===== src/mem_map_pkg.sv =====
// Constants and types shared by the memory space address mapper
package mem_map_pkg;

    // ==========================================================
    // Address spaces seen by the requester
    typedef enum logic [1:0] {
        SPACE_CODE,
        SPACE_DATA,
        SPACE_XDATA,
        SPACE_SFR
    } space_t;

    // ==========================================================
    // XDATA / unified CODE window boundaries
    localparam logic [15:0] XD_RADIO_BASE = 16'hdf00;
    localparam logic [15:0] XD_SFR_BASE = 16'hdf80;
    localparam logic [15:0] XD_SRAM_BASE = 16'he000;
    localparam logic [15:0] XD_RET_BASE = 16'hf000;
    localparam logic [15:0] XD_NORET_LO = 16'hfd56;
    localparam logic [15:0] XD_NORET_HI = 16'hfeff;

    // DATA space sits in the top 256 bytes of the 8 KB SRAM
    localparam logic [12:0] DATA_SRAM_BASE = 13'h1f00;
    // Bit-addressable bytes of the lower DATA area
    localparam logic [7:0] DATA_BIT_BASE = 8'h20;

    // ==========================================================
    // Bank select storage, reached at two SFR locations
    localparam logic [7:0] SFR_BANK_ADDR = 8'h9f;
    localparam logic [7:0] SFR_MEMCTL_ADDR = 8'hc7;
    localparam int BANK_LSB = 0;
    localparam int MIRROR_LSB = 4;
    localparam int UNIFIED_POS = 6;
    localparam logic [1:0] BANK_RESET = 2'h0;
    localparam logic UNIFIED_RESET = 1'b0;

    // ==========================================================
    // Complete registered state of the mapper
    typedef struct packed {
        logic unified;
        logic [1:0] bank;
        logic flash_sel;
        logic sram_sel;
        logic radio_sel;
        logic sfr_sel;
        logic [16:0] flash_addr;
        logic [12:0] sram_addr;
        logic [7:0] reg_addr;
        logic [2:0] bit_sel;
        logic bit_op;
        logic wr;
        logic [7:0] wdata;
        logic stall;
        logic retained;
        logic low_half_on;
        logic ctrl_hit;
        logic [7:0] ctrl_rdata;
    } state_t;

endpackage : mem_map_pkg


===== src/mem_space_mapper.sv =====
// Memory space address mapper: CODE, DATA, XDATA and SFR onto flash, SRAM and registers
// Functional notes
// - CODE is 64 KB read-only; writes through CODE never reach any memory.
// - DATA spans 256 bytes; upper half only by indirect access.
// - XDATA spans 64 KB; prefetch stalls while an XDATA access is running.
// - SFR space has 128 byte registers; multiples of eight are bit addressable.
// - After reset CODE uses the standard, flash-only mapping.
// - Unified bit set maps all memories into CODE like XDATA; clear maps flash only.
// - Above 32 KB flash, XDATA 0x0000-0xDEFF reaches the first 56 KB of flash.
// - With 32 KB flash, XDATA 0x0000-0x7FFF is flash; above is undefined.
// - XDATA 0xE000-0xFFFF reaches the 8 KB SRAM on every flash option.
// - XDATA 0xDF80-0xDFFF reaches the SFR registers outside the core on every option.
// - XDATA 0xDF00-0xDF7F reaches the radio registers on every option.
// - Bank selection never changes what XDATA sees in flash.
// - In power modes two and three, 0xF000-0xFFFF keeps data except a hole.
// - Core-internal registers are unreachable through unified CODE.
// - Unified CODE maps 56 KB flash, upper 24 KB banked; above 0xDEFF no flash.
// - Unified CODE shows the SRAM so code can run from it.
// - 128 KB option: upper 32 KB CODE follows the bank, lower 32 KB fixed.
// - Bank select is one store seen at two register locations.
// - Banked unified CODE reaches only the lower 24 KB of the bank.
// - DATA is the top 256 SRAM bytes, also at 0xFF00-0xFFFF in XDATA/CODE.
// - Core-internal registers are reachable only through SFR space and direct or bit-addressed DATA access.
`timescale 1ns/1ns
module mem_space_mapper
    import mem_map_pkg::*;
#(
    parameter int FLASH_KB = 128
) (
    input wire logic core_clk,
    input wire logic nrst,
    input wire logic req_valid,
    input wire space_t req_space,
    input wire logic [15:0] req_addr,
    input wire logic req_write,
    input wire logic [7:0] req_wdata,
    input wire logic req_direct,
    input wire logic req_bit,
    input wire logic power_mode_two,
    input wire logic power_mode_three,
    output logic flash_sel,
    output logic [16:0] flash_addr,
    output logic sram_sel,
    output logic [12:0] sram_addr,
    output logic radio_sel,
    output logic sfr_sel,
    output logic [7:0] reg_addr,
    output logic bit_op,
    output logic [2:0] bit_sel,
    output logic mem_write,
    output logic [7:0] mem_wdata,
    output logic prefetch_stall,
    output logic sram_retained,
    output logic sram_low_half_on,
    output logic ctrl_hit,
    output logic [7:0] ctrl_rdata,
    output logic unified_code_map_bit,
    output logic [1:0] code_bank_select
);

    // ==========================================================
    // Decoding helpers

    // Flash target of a 16-bit address: {hit, physical address}
    function automatic logic [17:0] flash_map(input logic [15:0] a, input logic [1:0] bk,
                                              input logic code);
        logic [17:0] r;
        r = 18'h0_0000;
        if (!a[15]) begin
            r = {1'b1, 2'b00, a[14:0]};
        end else if (FLASH_KB > 32) begin
            if (code && FLASH_KB > 64) begin
                r = {1'b1, bk, a[14:0]};
            end else begin
                r = {1'b1, 1'b0, a};
            end
        end
        return r;
    endfunction : flash_map

    // Registers that live inside the CPU core
    function automatic logic is_core_sfr(input logic [7:0] r);
        logic hit;
        hit = 1'b0;
        unique case (r)
            8'h81, 8'h82, 8'h83, 8'h84, 8'h85, 8'h87, 8'h92: hit = 1'b1;
            8'ha8, 8'ha9, 8'hb8, 8'hb9, 8'hd0, 8'he0, 8'hf0: hit = 1'b1;
            default: hit = 1'b0;
        endcase
        return hit;
    endfunction : is_core_sfr

    // ==========================================================
    // State

    state_t s_reg;
    state_t s_next;
    logic [17:0] fm;
    logic xd_path;
    logic [15:0] xa;

    always_comb begin
        s_next = s_reg;
        s_next.flash_sel = 1'b0;
        s_next.sram_sel = 1'b0;
        s_next.radio_sel = 1'b0;
        s_next.sfr_sel = 1'b0;
        s_next.bit_op = 1'b0;
        s_next.bit_sel = 3'h0;
        s_next.flash_addr = 17'h0_0000;
        s_next.sram_addr = 13'h0000;
        s_next.reg_addr = 8'h00;
        s_next.wdata = req_wdata;
        s_next.ctrl_hit = 1'b0;
        s_next.ctrl_rdata = 8'h00;
        s_next.stall = req_valid && req_space == SPACE_XDATA;
        s_next.low_half_on = !(power_mode_two || power_mode_three);
        fm = flash_map(req_addr, s_reg.bank, req_space == SPACE_CODE);
        xd_path = req_space == SPACE_XDATA || (req_space == SPACE_CODE && s_reg.unified);
        xa = 16'h0000;
        if (req_valid) begin
            if (xd_path) begin
                if (req_addr >= XD_SRAM_BASE) begin
                    s_next.sram_sel = 1'b1;
                    s_next.sram_addr = req_addr[12:0];
                end else if (req_addr >= XD_SFR_BASE) begin
                    s_next.reg_addr = {1'b1, req_addr[6:0]};
                    s_next.sfr_sel = !is_core_sfr({1'b1, req_addr[6:0]});
                end else if (req_addr >= XD_RADIO_BASE) begin
                    s_next.radio_sel = 1'b1;
                    s_next.reg_addr = {1'b0, req_addr[6:0]};
                end else begin
                    s_next.flash_sel = fm[17];
                    s_next.flash_addr = fm[16:0];
                end
            end else if (req_space == SPACE_CODE) begin
                s_next.flash_sel = fm[17];
                s_next.flash_addr = fm[16:0];
            end else if (req_space == SPACE_DATA) begin
                if (req_bit) begin
                    s_next.bit_op = 1'b1;
                    s_next.bit_sel = req_addr[2:0];
                    if (req_addr[7]) begin
                        s_next.sfr_sel = 1'b1;
                        s_next.reg_addr = {req_addr[7:3], 3'b000};
                    end else begin
                        s_next.sram_sel = 1'b1;
                        s_next.sram_addr = DATA_SRAM_BASE | {9'h000, 4'h0} |
                            {5'h00, DATA_BIT_BASE + {4'h0, req_addr[6:3]}};
                    end
                end else if (req_direct && req_addr[7]) begin
                    s_next.sfr_sel = 1'b1;
                    s_next.reg_addr = req_addr[7:0];
                end else begin
                    s_next.sram_sel = 1'b1;
                    s_next.sram_addr = DATA_SRAM_BASE | {5'h00, req_addr[7:0]};
                end
            end else begin
                s_next.sfr_sel = req_addr[7];
                s_next.bit_op = req_bit && req_addr[7];
                s_next.bit_sel = req_bit ? req_addr[2:0] : 3'h0;
                s_next.reg_addr = req_bit ? {req_addr[7:3], 3'b000} : req_addr[7:0];
            end
        end
        // Flash programming is elsewhere; CODE is never written
        // A write with no writable target selected is dropped, not strobed
        s_next.wr = req_valid && req_write && req_space != SPACE_CODE &&
                    (s_next.sram_sel || s_next.sfr_sel || s_next.radio_sel);
        xa = {3'b111, s_next.sram_addr};
        s_next.retained = s_next.sram_sel && xa >= XD_RET_BASE &&
                          !(xa >= XD_NORET_LO && xa <= XD_NORET_HI);
        // Bank select store, shared by both register locations
        if (s_next.sfr_sel && !s_next.bit_op) begin
            if (s_next.reg_addr == SFR_BANK_ADDR) begin
                s_next.ctrl_hit = 1'b1;
                s_next.ctrl_rdata = {6'h00, s_reg.bank};
                if (s_next.wr) begin
                    s_next.bank = req_wdata[BANK_LSB +: 2];
                end
            end else if (s_next.reg_addr == SFR_MEMCTL_ADDR) begin
                s_next.ctrl_hit = 1'b1;
                s_next.ctrl_rdata = {1'b0, s_reg.unified, s_reg.bank, 4'h0};
                if (s_next.wr) begin
                    s_next.bank = req_wdata[MIRROR_LSB +: 2];
                    s_next.unified = req_wdata[UNIFIED_POS];
                end
            end
        end
    end

    always_ff @(posedge core_clk or negedge nrst) begin
        if (!nrst) begin
            s_reg <= '0;
            s_reg.bank <= BANK_RESET;
            s_reg.unified <= UNIFIED_RESET;
        end else begin
            s_reg <= s_next;
        end
    end

    // ==========================================================
    // Outputs

    assign flash_sel = s_reg.flash_sel;
    assign flash_addr = s_reg.flash_addr;
    assign sram_sel = s_reg.sram_sel;
    assign sram_addr = s_reg.sram_addr;
    assign radio_sel = s_reg.radio_sel;
    assign sfr_sel = s_reg.sfr_sel;
    assign reg_addr = s_reg.reg_addr;
    assign bit_op = s_reg.bit_op;
    assign bit_sel = s_reg.bit_sel;
    assign mem_write = s_reg.wr;
    assign mem_wdata = s_reg.wdata;
    assign prefetch_stall = s_reg.stall;
    assign sram_retained = s_reg.retained;
    assign sram_low_half_on = s_reg.low_half_on;
    assign ctrl_hit = s_reg.ctrl_hit;
    assign ctrl_rdata = s_reg.ctrl_rdata;
    assign unified_code_map_bit = s_reg.unified;
    assign code_bank_select = s_reg.bank;
endmodule : mem_space_mapper


===== config.mk =====
export PLATFORM = sky130hd
export DESIGN_NAME = mem_space_mapper
export DESIGN_NICKNAME = d
export VERILOG_FILES = /design/src/mem_map_pkg.sv /design/src/mem_space_mapper.sv
export SDC_FILE = /design/constraint.sdc
export NUM_CORES = 1
export LEC_CHECK = 0
export CAP_MARGIN = 20
export CORE_MARGIN = 4
export CORE_UTILIZATION = 60
export CTS_CLUSTER_DIAMETER = 30
export DETAILED_ROUTE_END_ITERATION = 8
export DONT_BUFFER_PORTS = 1
export GPL_TIMING_DRIVEN = 0
export PLACE_DENSITY_LB_ADDON = 0.15
export SYNTH_ARGS = -nofsm -noshare
export SYNTH_HDL_FRONTEND = slang
export SYNTH_SLANG_ARGS = --single-unit

===== constraint.sdc =====
create_clock -name core_clk -period 1.9 [get_ports core_clk]
set_input_delay 0.095 -clock core_clk [delete_from_list [all_inputs] [get_ports core_clk]]
set_output_delay 0.095 -clock core_clk [all_outputs]
set_load 0.03 [all_outputs]

**Yosys cells after proc, flatten, opt, wreduce, memory -nomap -nowiden**

Index checks and enable logic that the tools add are counted.
Widths: inputs -> output; s select.

- Register bits: 70
- Bits of input ports: 34
- Output and inout bits: 70
- Word-level logic and storage cells: 127

- Add/subtract/negate cells: 1
- Order comparisons: 6
- Eq/ne operators: 20
- Mux-type cells: 56
- Bitwise logic cells: 1
- Reduce and logical (&&, ||, !) cells: 25

Operators with widths:

| kind | count |
|---|---|
| $mux 17 | 5 |
| $ge 16x16->1 const B | 5 |
| $mux 13 | 4 |
| $mux 46 | 1 |
| $mux 39 | 1 |
| $mux 8 | 4 |
| $eq 7x6->1 const B | 4 |
| $mux 9 | 3 |
| $mux 25 | 1 |
| $mux 1 | 24 |
| $eq 7x3->1 const B | 3 |
| $eq 7x7->1 const B | 3 |
| $mux 21 | 1 |
| $mux 19 | 1 |
| $eq 8x8->1 const B | 2 |
| $le 16x16->1 const B | 1 |
| $eq 7x2->1 const B | 2 |
| $reduce_or 14->1 | 1 |
| $mux 12 | 1 |
| $logic_and 1x1->1 | 11 |
| $mux 2 | 5 |
| $mux 4 | 2 |
| $reduce_and 4->1 | 2 |
| $add 6x4->7 const A | 1 |
| other kinds (12) | 21 |

**Logic depth before layout (Yosys ltp)**

Gate-level depths: netlist of the first run.

- Depth after elaboration: 18
- Gate-level depth with buffers: 7
- Gate-level depth less buffers: 6

**Least setup slack after synthesis of the first run**

Ideal clock, no wire load.

- Path type: register to register
- Start: register s_reg, in the netlist unified_code_map_bit
- End: register s_reg, in the netlist unified_code_map_bit
- Library setup time: 0.128 ns
- Arrival: 1.775 ns
- Required time: 1.772 ns
- Slack: -0.003 ns
- Cell stages (with the launch flop): 6
- Buffers on the path: 0
- Clock period less this slack: 1.903 ns
- Cell sequence: dfrtp_1 > nor2_1 > nor4_4 > a21oi_2 > nor4b_2 > mux2_1

- Cells in the longest elaborated chain, start to end: 8
- Elaborated cells between the ends (all ways): 16
- Classes of those cells: eq/ne (2); mux (5); bitwise (1); reduce/logical (8)

Ends and longest elaborated chain:

| element | RTL line | RTL |
|---|---|---|
| start, declared | mem_space_mapper.sv:96 | `state_t s_reg;` |
| start signal, assigned | mem_space_mapper.sv:197 | `s_reg <= s_next;` |
| $logic_and 1x1->1 (*) | mem_space_mapper.sv:119 | `xd_path = req_space == SPACE_XDATA \|\| (req_space == SPACE_CODE && s_reg.unified);` |
| $logic_or 1x1->1 (*) | mem_space_mapper.sv:119 |  |
| $mux 2 / $mux 39 (equally long branches) | mem_space_mapper.sv:122 | `if (xd_path) begin` |
| $mux 46 (*) | mem_space_mapper.sv:121 | `if (req_valid) begin` |
| parallel branches: the longest is 3 deep, another holds $eq 8x8->1 | -- |  |
| $reduce_and 4->1 (no source line) (*) | -- |  |

Mark *: on every way between the ends.
A chain may end at the register's enable or synchronous reset.

==> results of run 1 <==
==> cell type report <==
cell class	instances	area, µm²
Sequential cell	67	1680
Timing Repair Buffer	31	323
Fill cell	294	976
Buffer	13	72.6
Multi-Input combinational cell	142	966
Tap cell	52	65.1
Clock buffer	15	176
Clock inverter	1	30.0
Inverter	10	37.5
==> layer usage <==
metal / global-route usage (%) / wire (µm)
met1: 30.3 / 2390
met4: 8.70 / 102
met2: 37.4 / 3150
met3: 9.08 / 612
met5: 0 / 0
==> final timing paths <==
check                      slack [ns]                        startpoint  cells after the start                              end
setup / recovery                -0.02  unified_code_map_bit$_DFFE_PN0P_                      6          ctrl_rdata[6]$_DFF_PN0_
min in group asynchronous        0.32                              nrst                      2           sram_addr[7]$_DFF_PN0_
setup reg to reg                -0.02  unified_code_map_bit$_DFFE_PN0P_                      6          ctrl_rdata[6]$_DFF_PN0_
hold / removal                 -0.006                      req_wdata[4]                      2  code_bank_select[0]$_DFFE_PN0P_
max in group asynchronous        1.31                              nrst                      2           mem_wdata[2]$_DFF_PN0_
hold reg to reg                  0.73  unified_code_map_bit$_DFFE_PN0P_                      1          ctrl_rdata[6]$_DFF_PN0_
==> cells by family (layout without fill, tap and decap cells) <==
family	Yosys count	after routing	share of synthesized area, %
DFF	67	67	62.6
buffers and inverters	23	70	4.02
other	1	3	0.140
AOI/OAI and AO/OA	39	39	10.8
and+or+nand+nor	99	99	22.0
muxes	1	1	0.421
==> what timing repair did <==
action / CTS / global route
hold buffers: 26 / 0
setup buffers: 4 / 1
setup endpoints to repair: 11 / 18
gates resized for setup: 5 / 11
hold endpoints to repair: 108 / 0
pin swaps: 3 / 10
==> power groups by stage <==
stage               Combinational (µW)  Clock, µW  Sequential (µW)
global route                       285       1290             1590
CTS                                248       1210             1590
detailed placement                 159          0             1610
global placement                   154          0             1610
floorplan                          128          0             1610
finish                             258       1200             1580
==> sequential cells by signal, summed over array words and instances, names as in the netlist, 2 cells and up <==
name / count
mem_wdata: 8
sram_addr: 13
code_bank_select: 2
ctrl_rdata: 5
bit_sel: 3
reg_addr: 8
flash_addr: 17
==> stage by stage <==
| stage | hold slack, ns | TNS, ns | worst slack [ns] | util, % |
|---|---|---|---|---|
| floorplan | -0.201 | 0 | 0.108 | - |
| global placement | -0.199 | -0.531 | -0.101 | 63.6 |
| detailed placement | -0.199 | -1.42 | -0.192 | 63.6 |
| CTS | 0.00865 | -0.0983 | -0.0385 | 76.0 |
| global route | 0.0169 | -0.752 | -0.146 | 77.4 |
| finish | -0.00622 | -0.0379 | -0.0196 | 77.4 |
==> placed cells by master (no fill, tap or decap), types with 2 or more instances in the layout <==
cell type      instances
a211oi_1               2
a21oi_1                4
a21oi_2                2
a22oi_1                2
a31oi_1                3
and2_1                23
and3_1                 5
buf_2                  3
buf_4                  6
buf_6                  3
clkbuf_1               7
clkbuf_8              12
conb_1                 3
dfrtp_1               66
dlygate4sd3_1         25
inv_1                 10
nand2_1                7
nand3_1                9
nor2_1                25
nor2b_1                5
nor3_1                 6
nor3b_1                2
nor4_4                 4
o21a_1                 2
o21ai_0                4
o31a_1                 2
o32ai_1                2
==> summary.txt, run 1 <==
Outcome
  • Status: complete, but fails checks
  • Failing checks: negative hold slack, negative setup slack

Place
  • DP HPWL: 4.08 mm
  • Dpl cell area: 2750 µm²
  • GPL Wtd Cong: 0.874
  • Quantity of I/O buffers inserted on ports: 0
  • Dpl cells: 284

Clock network
  • Clock latency on the worst-skew pair: 0.34 ns
  • Clock transition at the registers of the reported paths: 0.07 ns
  • Num CTS Buffers: 9
  • H-tree levels: 3
  • CTS tree: yes
  • Num Clock Sinks: 67
  • CTS root buffer: clkbuf_8
  • Clock buffer depth: 2

STA
  • Period minus WS final: 1.92 ns
  • Worst slew pin tran: 0.607 ns
  • Hold slack final: -0.00622 ns
  • Final max-slew violation count: 0
  • Final hold viol count: 1
  • Rel. slew slack: 59.5%
  • Fin crit share: 101%
  • Setup Skew: 0.0121 ns
  • # setup viols final: 3
  • RSZ-0062 raised after global routing: true
  • F_max: 0.521 GHz
  • Setup ws final: -0.0196 ns

Job
  • Max-cap violations: 0

Worst setup path
  • Arrival time worst endpoint: 2.19 ns
  • CP Class: reg2reg
  • CP Cell Sequence: nor2_4 -> nor4_4 -> a21oi_2 -> buf_6 -> nor4_4 -> o211a_1
  • Worst-path cell with the longest stage delay: dfrtp_2
  • CP bufs+invs: 1
  • Worst setup SP type: register
  • Most used cell, CP: nor4_4
  • Worst Path Max Fanout: 5
  • Critical path endpoint category: register
  • Worst Path Required: 2.17 ns
  • Slowest stage delay, CP: 0.54 ns
  • Kind of cell adding the most delay to the critical path: simple AND/OR/NAND/NOR gates

Logic synthesis
  • Post-synthesis sequential area ratio: 62.6%
  • #FFs+latches synth: 67
  • Post-synth EDFFs: 0
  • Top post-synthesis cells by area: dfrtp_1 (63%), and2_1 (5.4%), nor2_1 (3.6%)
  • Syn Inst Count: 230
  • Synth cell types: 55
  • Area leader, netlist: dfrtp_1
  • Ys async rst share: 100%
  • Synth Warn #: 0
  • Syn avg cell area: 11.6 µm²
  • Top cells by count, synth: dfrtp_1 (67), nor2_1 (26), and2_1 (23)
  • Share of the synthesized area in the top cell type: 62.6%
  • Count leader, synth: dfrtp_1
  • Synthesized area: 2680 µm²
  • Post-synth top flop: dfrtp_1

Pwr
  • Int Pwr: 2290 µW
  • Logic pwr share: 8.5%
  • Maximum vdd drop: 0.537 mV
  • Power share of the clock group: 39.4%
  • Leakage: 0.00164 µW
  • P_sw: 748 µW
  • P per Cell Area: 908 nW/µm²
  • Power Total: 3040 µW
  • Sw frac: 24.6%
  • Seq pwr share: 52.1%

Route
  • First-pass detailed-route iteration total: 4
  • Via density: 5.82
  • Antenna-violating nets left: 0
  • WL/cell: 18.9 µm
  • Via Count: 1926
  • Iter 0 DRT Violations: 104
  • WL final: 6.25 mm
  • Number of remaining DRC errors: 0

Finish
  • Proportion of layout cells with a drive suffix above 1: 16.1%
  • # diodes: 0
  • Synth-to-Final Area Change: 25.0%
  • Fin nets: 308
  • Post-route cell area: 3350 µm²
  • Cell Count, Final, Fillers Out: 331

Floorplanning
  • Core Footprint: 4320 µm²
  • Die ar.: 5600 µm²
  • Die width: 74.8 µm
  • Initial Util: 61.9%
  • Io pins: 104
  • Die height: 74.8 µm
  • Site Rows: 24

GRT
  • Total track usage: 23.8%
  • Number of global-route vias before repair: 1915
  • Largest net degree at the start of global routing: 68
  • Grt total ovfl: 0
  • Initial antenna violation count: 0
  • First-pass GRT wire length: 9.78 mm

Hold path
  • Hold WC Path Type: in2reg
Power figures use the tool's default switching activity.
==> run 2, diff against run 1 <==
Settings changed: CORE_ASPECT_RATIO set to 0.9.
==> run 2 against run 1 <==
  * The run now ends clean
  * Clock skew rose by 0.0027 ns
  * Fmax rose by 2.8%
  * Clock power rose by 14%
  * Sequential share of layout area fell by 0.22 points
  * Worst setup slack improved by 0.052 ns
  * First-iteration DRC count rose to 3.0 times the previous value
  * Cell count rose by 1.8%
  * Critical path type unchanged
  * Largest power group unchanged
  * Highest routed layer unchanged
==> summary.txt, run 2 (same netlist as run 1, synthesis figures left out) <==
STA
  • Period minus WS final: 1.87 ns
  • F_max: 0.535 GHz
  • Final hold viol count: 0
  • RSZ-0062 raised after global routing: true
  • Final max-slew violation count: 0
  • Rel. slew slack: 53.6%
  • # setup viols final: 0
  • Setup Skew: 0.0148 ns
  • Hold slack final: 0.0361 ns
  • Worst slew pin tran: 0.688 ns
  • Fin crit share: 98.3%

Pwr
  • Leakage: 0.00161 µW
  • P_sw: 835 µW
  • Int Pwr: 2390 µW
  • Logic pwr share: 8.2%
  • Maximum vdd drop: 0.788 mV
  • Sw frac: 25.9%
  • Seq pwr share: 49.2%
  • Power share of the clock group: 42.6%
  • P per Cell Area: 958 nW/µm²

Floorplanning
  • Die width: 78.4 µm
  • Initial Util: 64.0%
  • Site Rows: 22
  • Die ar.: 5600 µm²
  • Die height: 71.4 µm
  • Io pins: 104
  • Core Footprint: 4180 µm²

Worst setup path
  • CP Cell Sequence: nor2_4 -> nor4_4 -> buf_4 -> a21oi_4 -> inv_1 -> a31oi_2 -> a21oi_1
  • Worst Path Max Fanout: 7
  • Crit path depth: 7
  • Worst-path cell with the longest stage delay: dfrtp_2
  • Critical path endpoint category: register
  • Slowest stage delay, CP: 0.51 ns
  • Kind of cell adding the most delay to the critical path: compound AO/OA/AOI/OAI gates
  • R2R Path End: code_bank_select[1]$_DFFE_PN0P_
  • Worst setup SP type: register
  • Reg2reg setup slack: 0.03 ns
  • CP bufs+invs: 2
  • CP Class: reg2reg
  • Launch point of the worst path: unified_code_map_bit$_DFFE_PN0P_
  • End point of the critical path: code_bank_select[1]$_DFFE_PN0P_
  • Arrival time worst endpoint: 2.07 ns
  • Worst Path Required: 2.10 ns
  • RR Startpoint: unified_code_map_bit$_DFFE_PN0P_
  • FF-to-FF path depth: 7

Route
  • Iter 0 DRT Violations: 310
  • Number of remaining DRC errors: 0
  • Antenna-violating nets left: 0
  • First-pass detailed-route iteration total: 5
  • WL/cell: 22.1 µm
  • Via Count: 2040
  • WL final: 7.46 mm
  • Via density: 6.05

Finish
  • Largest register FFs: 17
  • Layout Utilization: 80.4%
  • Synth-to-Final Area Change: 25.6%
  • Most common cell after layout, fill and taps aside: dfrtp_1
  • Proportion of layout cells with a drive suffix above 1: 17.0%
  • Most frequent cells in the layout: dfrtp_1 (66), nor2_1 (25), dlygate4sd3_1 (25), and2_1 (23), clkbuf_8 (11)
  • Fin nets: 305

Job
  • Max-cap violations: 0

GRT
  • Largest net degree at the start of global routing: 68
  • First-pass GRT wire length: 11.4 mm
  • Total track usage: 27.6%
  • Most Used Layer, Global Route: met2
  • M1 GR Usage: 33.3%
  • Grt total ovfl: 0
  • Initial antenna violation count: 0
  • Number of global-route vias before repair: 2098
  • Met3 usage: 11.7%
  • Met2 Track Usage GR: 43.0%

Place
  • GPL Wtd Cong: 0.845
  • Quantity of I/O buffers inserted on ports: 0
  • DP HPWL: 4.64 mm

Clock network
  • CTS root buffer: clkbuf_8
  • Clock latency on the worst-skew pair: 0.35 ns
  • H-tree levels: 3
  • CTS tree: yes
  • Clock buffer depth: 2
  • Clock transition at the registers of the reported paths: 0.07 ns
  • Num CTS Buffers: 9
  • Num Clock Sinks: 67

Hold path
  • Hold WC Path Type: in2reg

Outcome
  • Status: finished clean
==> run 2: changes by cell type in the layout (fill, tap and decap cells not counted), moves of 2 or more <==
cell / previous run / this run
nor4_2: 0 / 2
clkbuf_1: 7 / 5
nor4_4: 4 / 2
buf_6: 3 / 1
clkinv_4: 0 / 2
==> run 2: what timing repair did <==
action | CTS | global route
setup buffers | 2 | 0
pin swaps | 3 | 5
hold buffers | 26 | 0
gates cloned | 0 | 0
endpoints found under the hold margin | 109 | 0
gates resized for setup | 5 | 10
setup endpoints to repair | 3 | 17
==> run 2: worst min-delay path by stage <==
stage                             from                       to  slack, ns  cells after the start
after detailed placement          nrst     bit_sel[1]$_DFF_PN0_      -0.20                      0
after floorplan                   nrst         bit_op$_DFF_PN0_      -0.20                      0
after global routing      req_addr[12]  sram_retained$_DFF_PN0_       0.07                      4
final                     req_addr[12]  sram_retained$_DFF_PN0_       0.04                      4
after CTS                 req_addr[12]  sram_retained$_DFF_PN0_       0.03                      4
after global placement            nrst    reg_addr[4]$_DFF_PN0_      -0.20                      0
==> run 2: worst register-to-register path, stage by stage, from the launching register on <==
cell and delay [ns]:
dfrtp_2 0.51, nor2_4 0.20, nor4_4 0.06, buf_4 0.15, a21oi_4 0.31, inv_1 0.17, a31oi_2 0.25, a21oi_1 0.09
==> run 2: area by class of cell <==
| type | instances | area (µm²) |
|---|---|---|
| inverters | 10 | 37.5 |
| plain buffers | 13 | 71.3 |
| flip-flops and latches | 67 | 1680 |
| clock buffers | 11 | 151 |
| diodes | 1 | 2.50 |
| well taps | 60 | 75.1 |
| multi-input cells | 142 | 970 |
| repair buffers | 28 | 293 |
| fillers | 256 | 821 |
| clock inverters | 5 | 85.1 |
==> run 2: power by group through the flow <==
stage          sequential (µW)  combinational (µW)  clock (µW)
5_1_grt                   1590                 287        1450
6_report                  1580                 263        1370
4_1_cts                   1590                 251        1370
3_3_place_gp              1610                 158           0
2_1_floorplan             1610                 128           0
3_5_place_dp              1610                 162           0
==> run 2: metal layers <==
layer,vias up,part of all wire (%)
li1,871,-
met1,973,36
met2,170,48
met3,26,12
met4,0,3.1
met5,-,0
==> run 2: through the flow <==
stage	cell area, µm²	instances	total power (µW)	setup WS (ns)	setup TNS [ns]
floorplan	2690	232	1730	0.108	0
detailed placement	2760	292	1780	-0.114	-0.133
global route	3360	336	3330	-0.0420	-0.123
CTS	3310	336	3210	0.0144	0
finish	3360	337	3220	0.0324	0
global placement	2760	292	1770	-0.113	-0.113
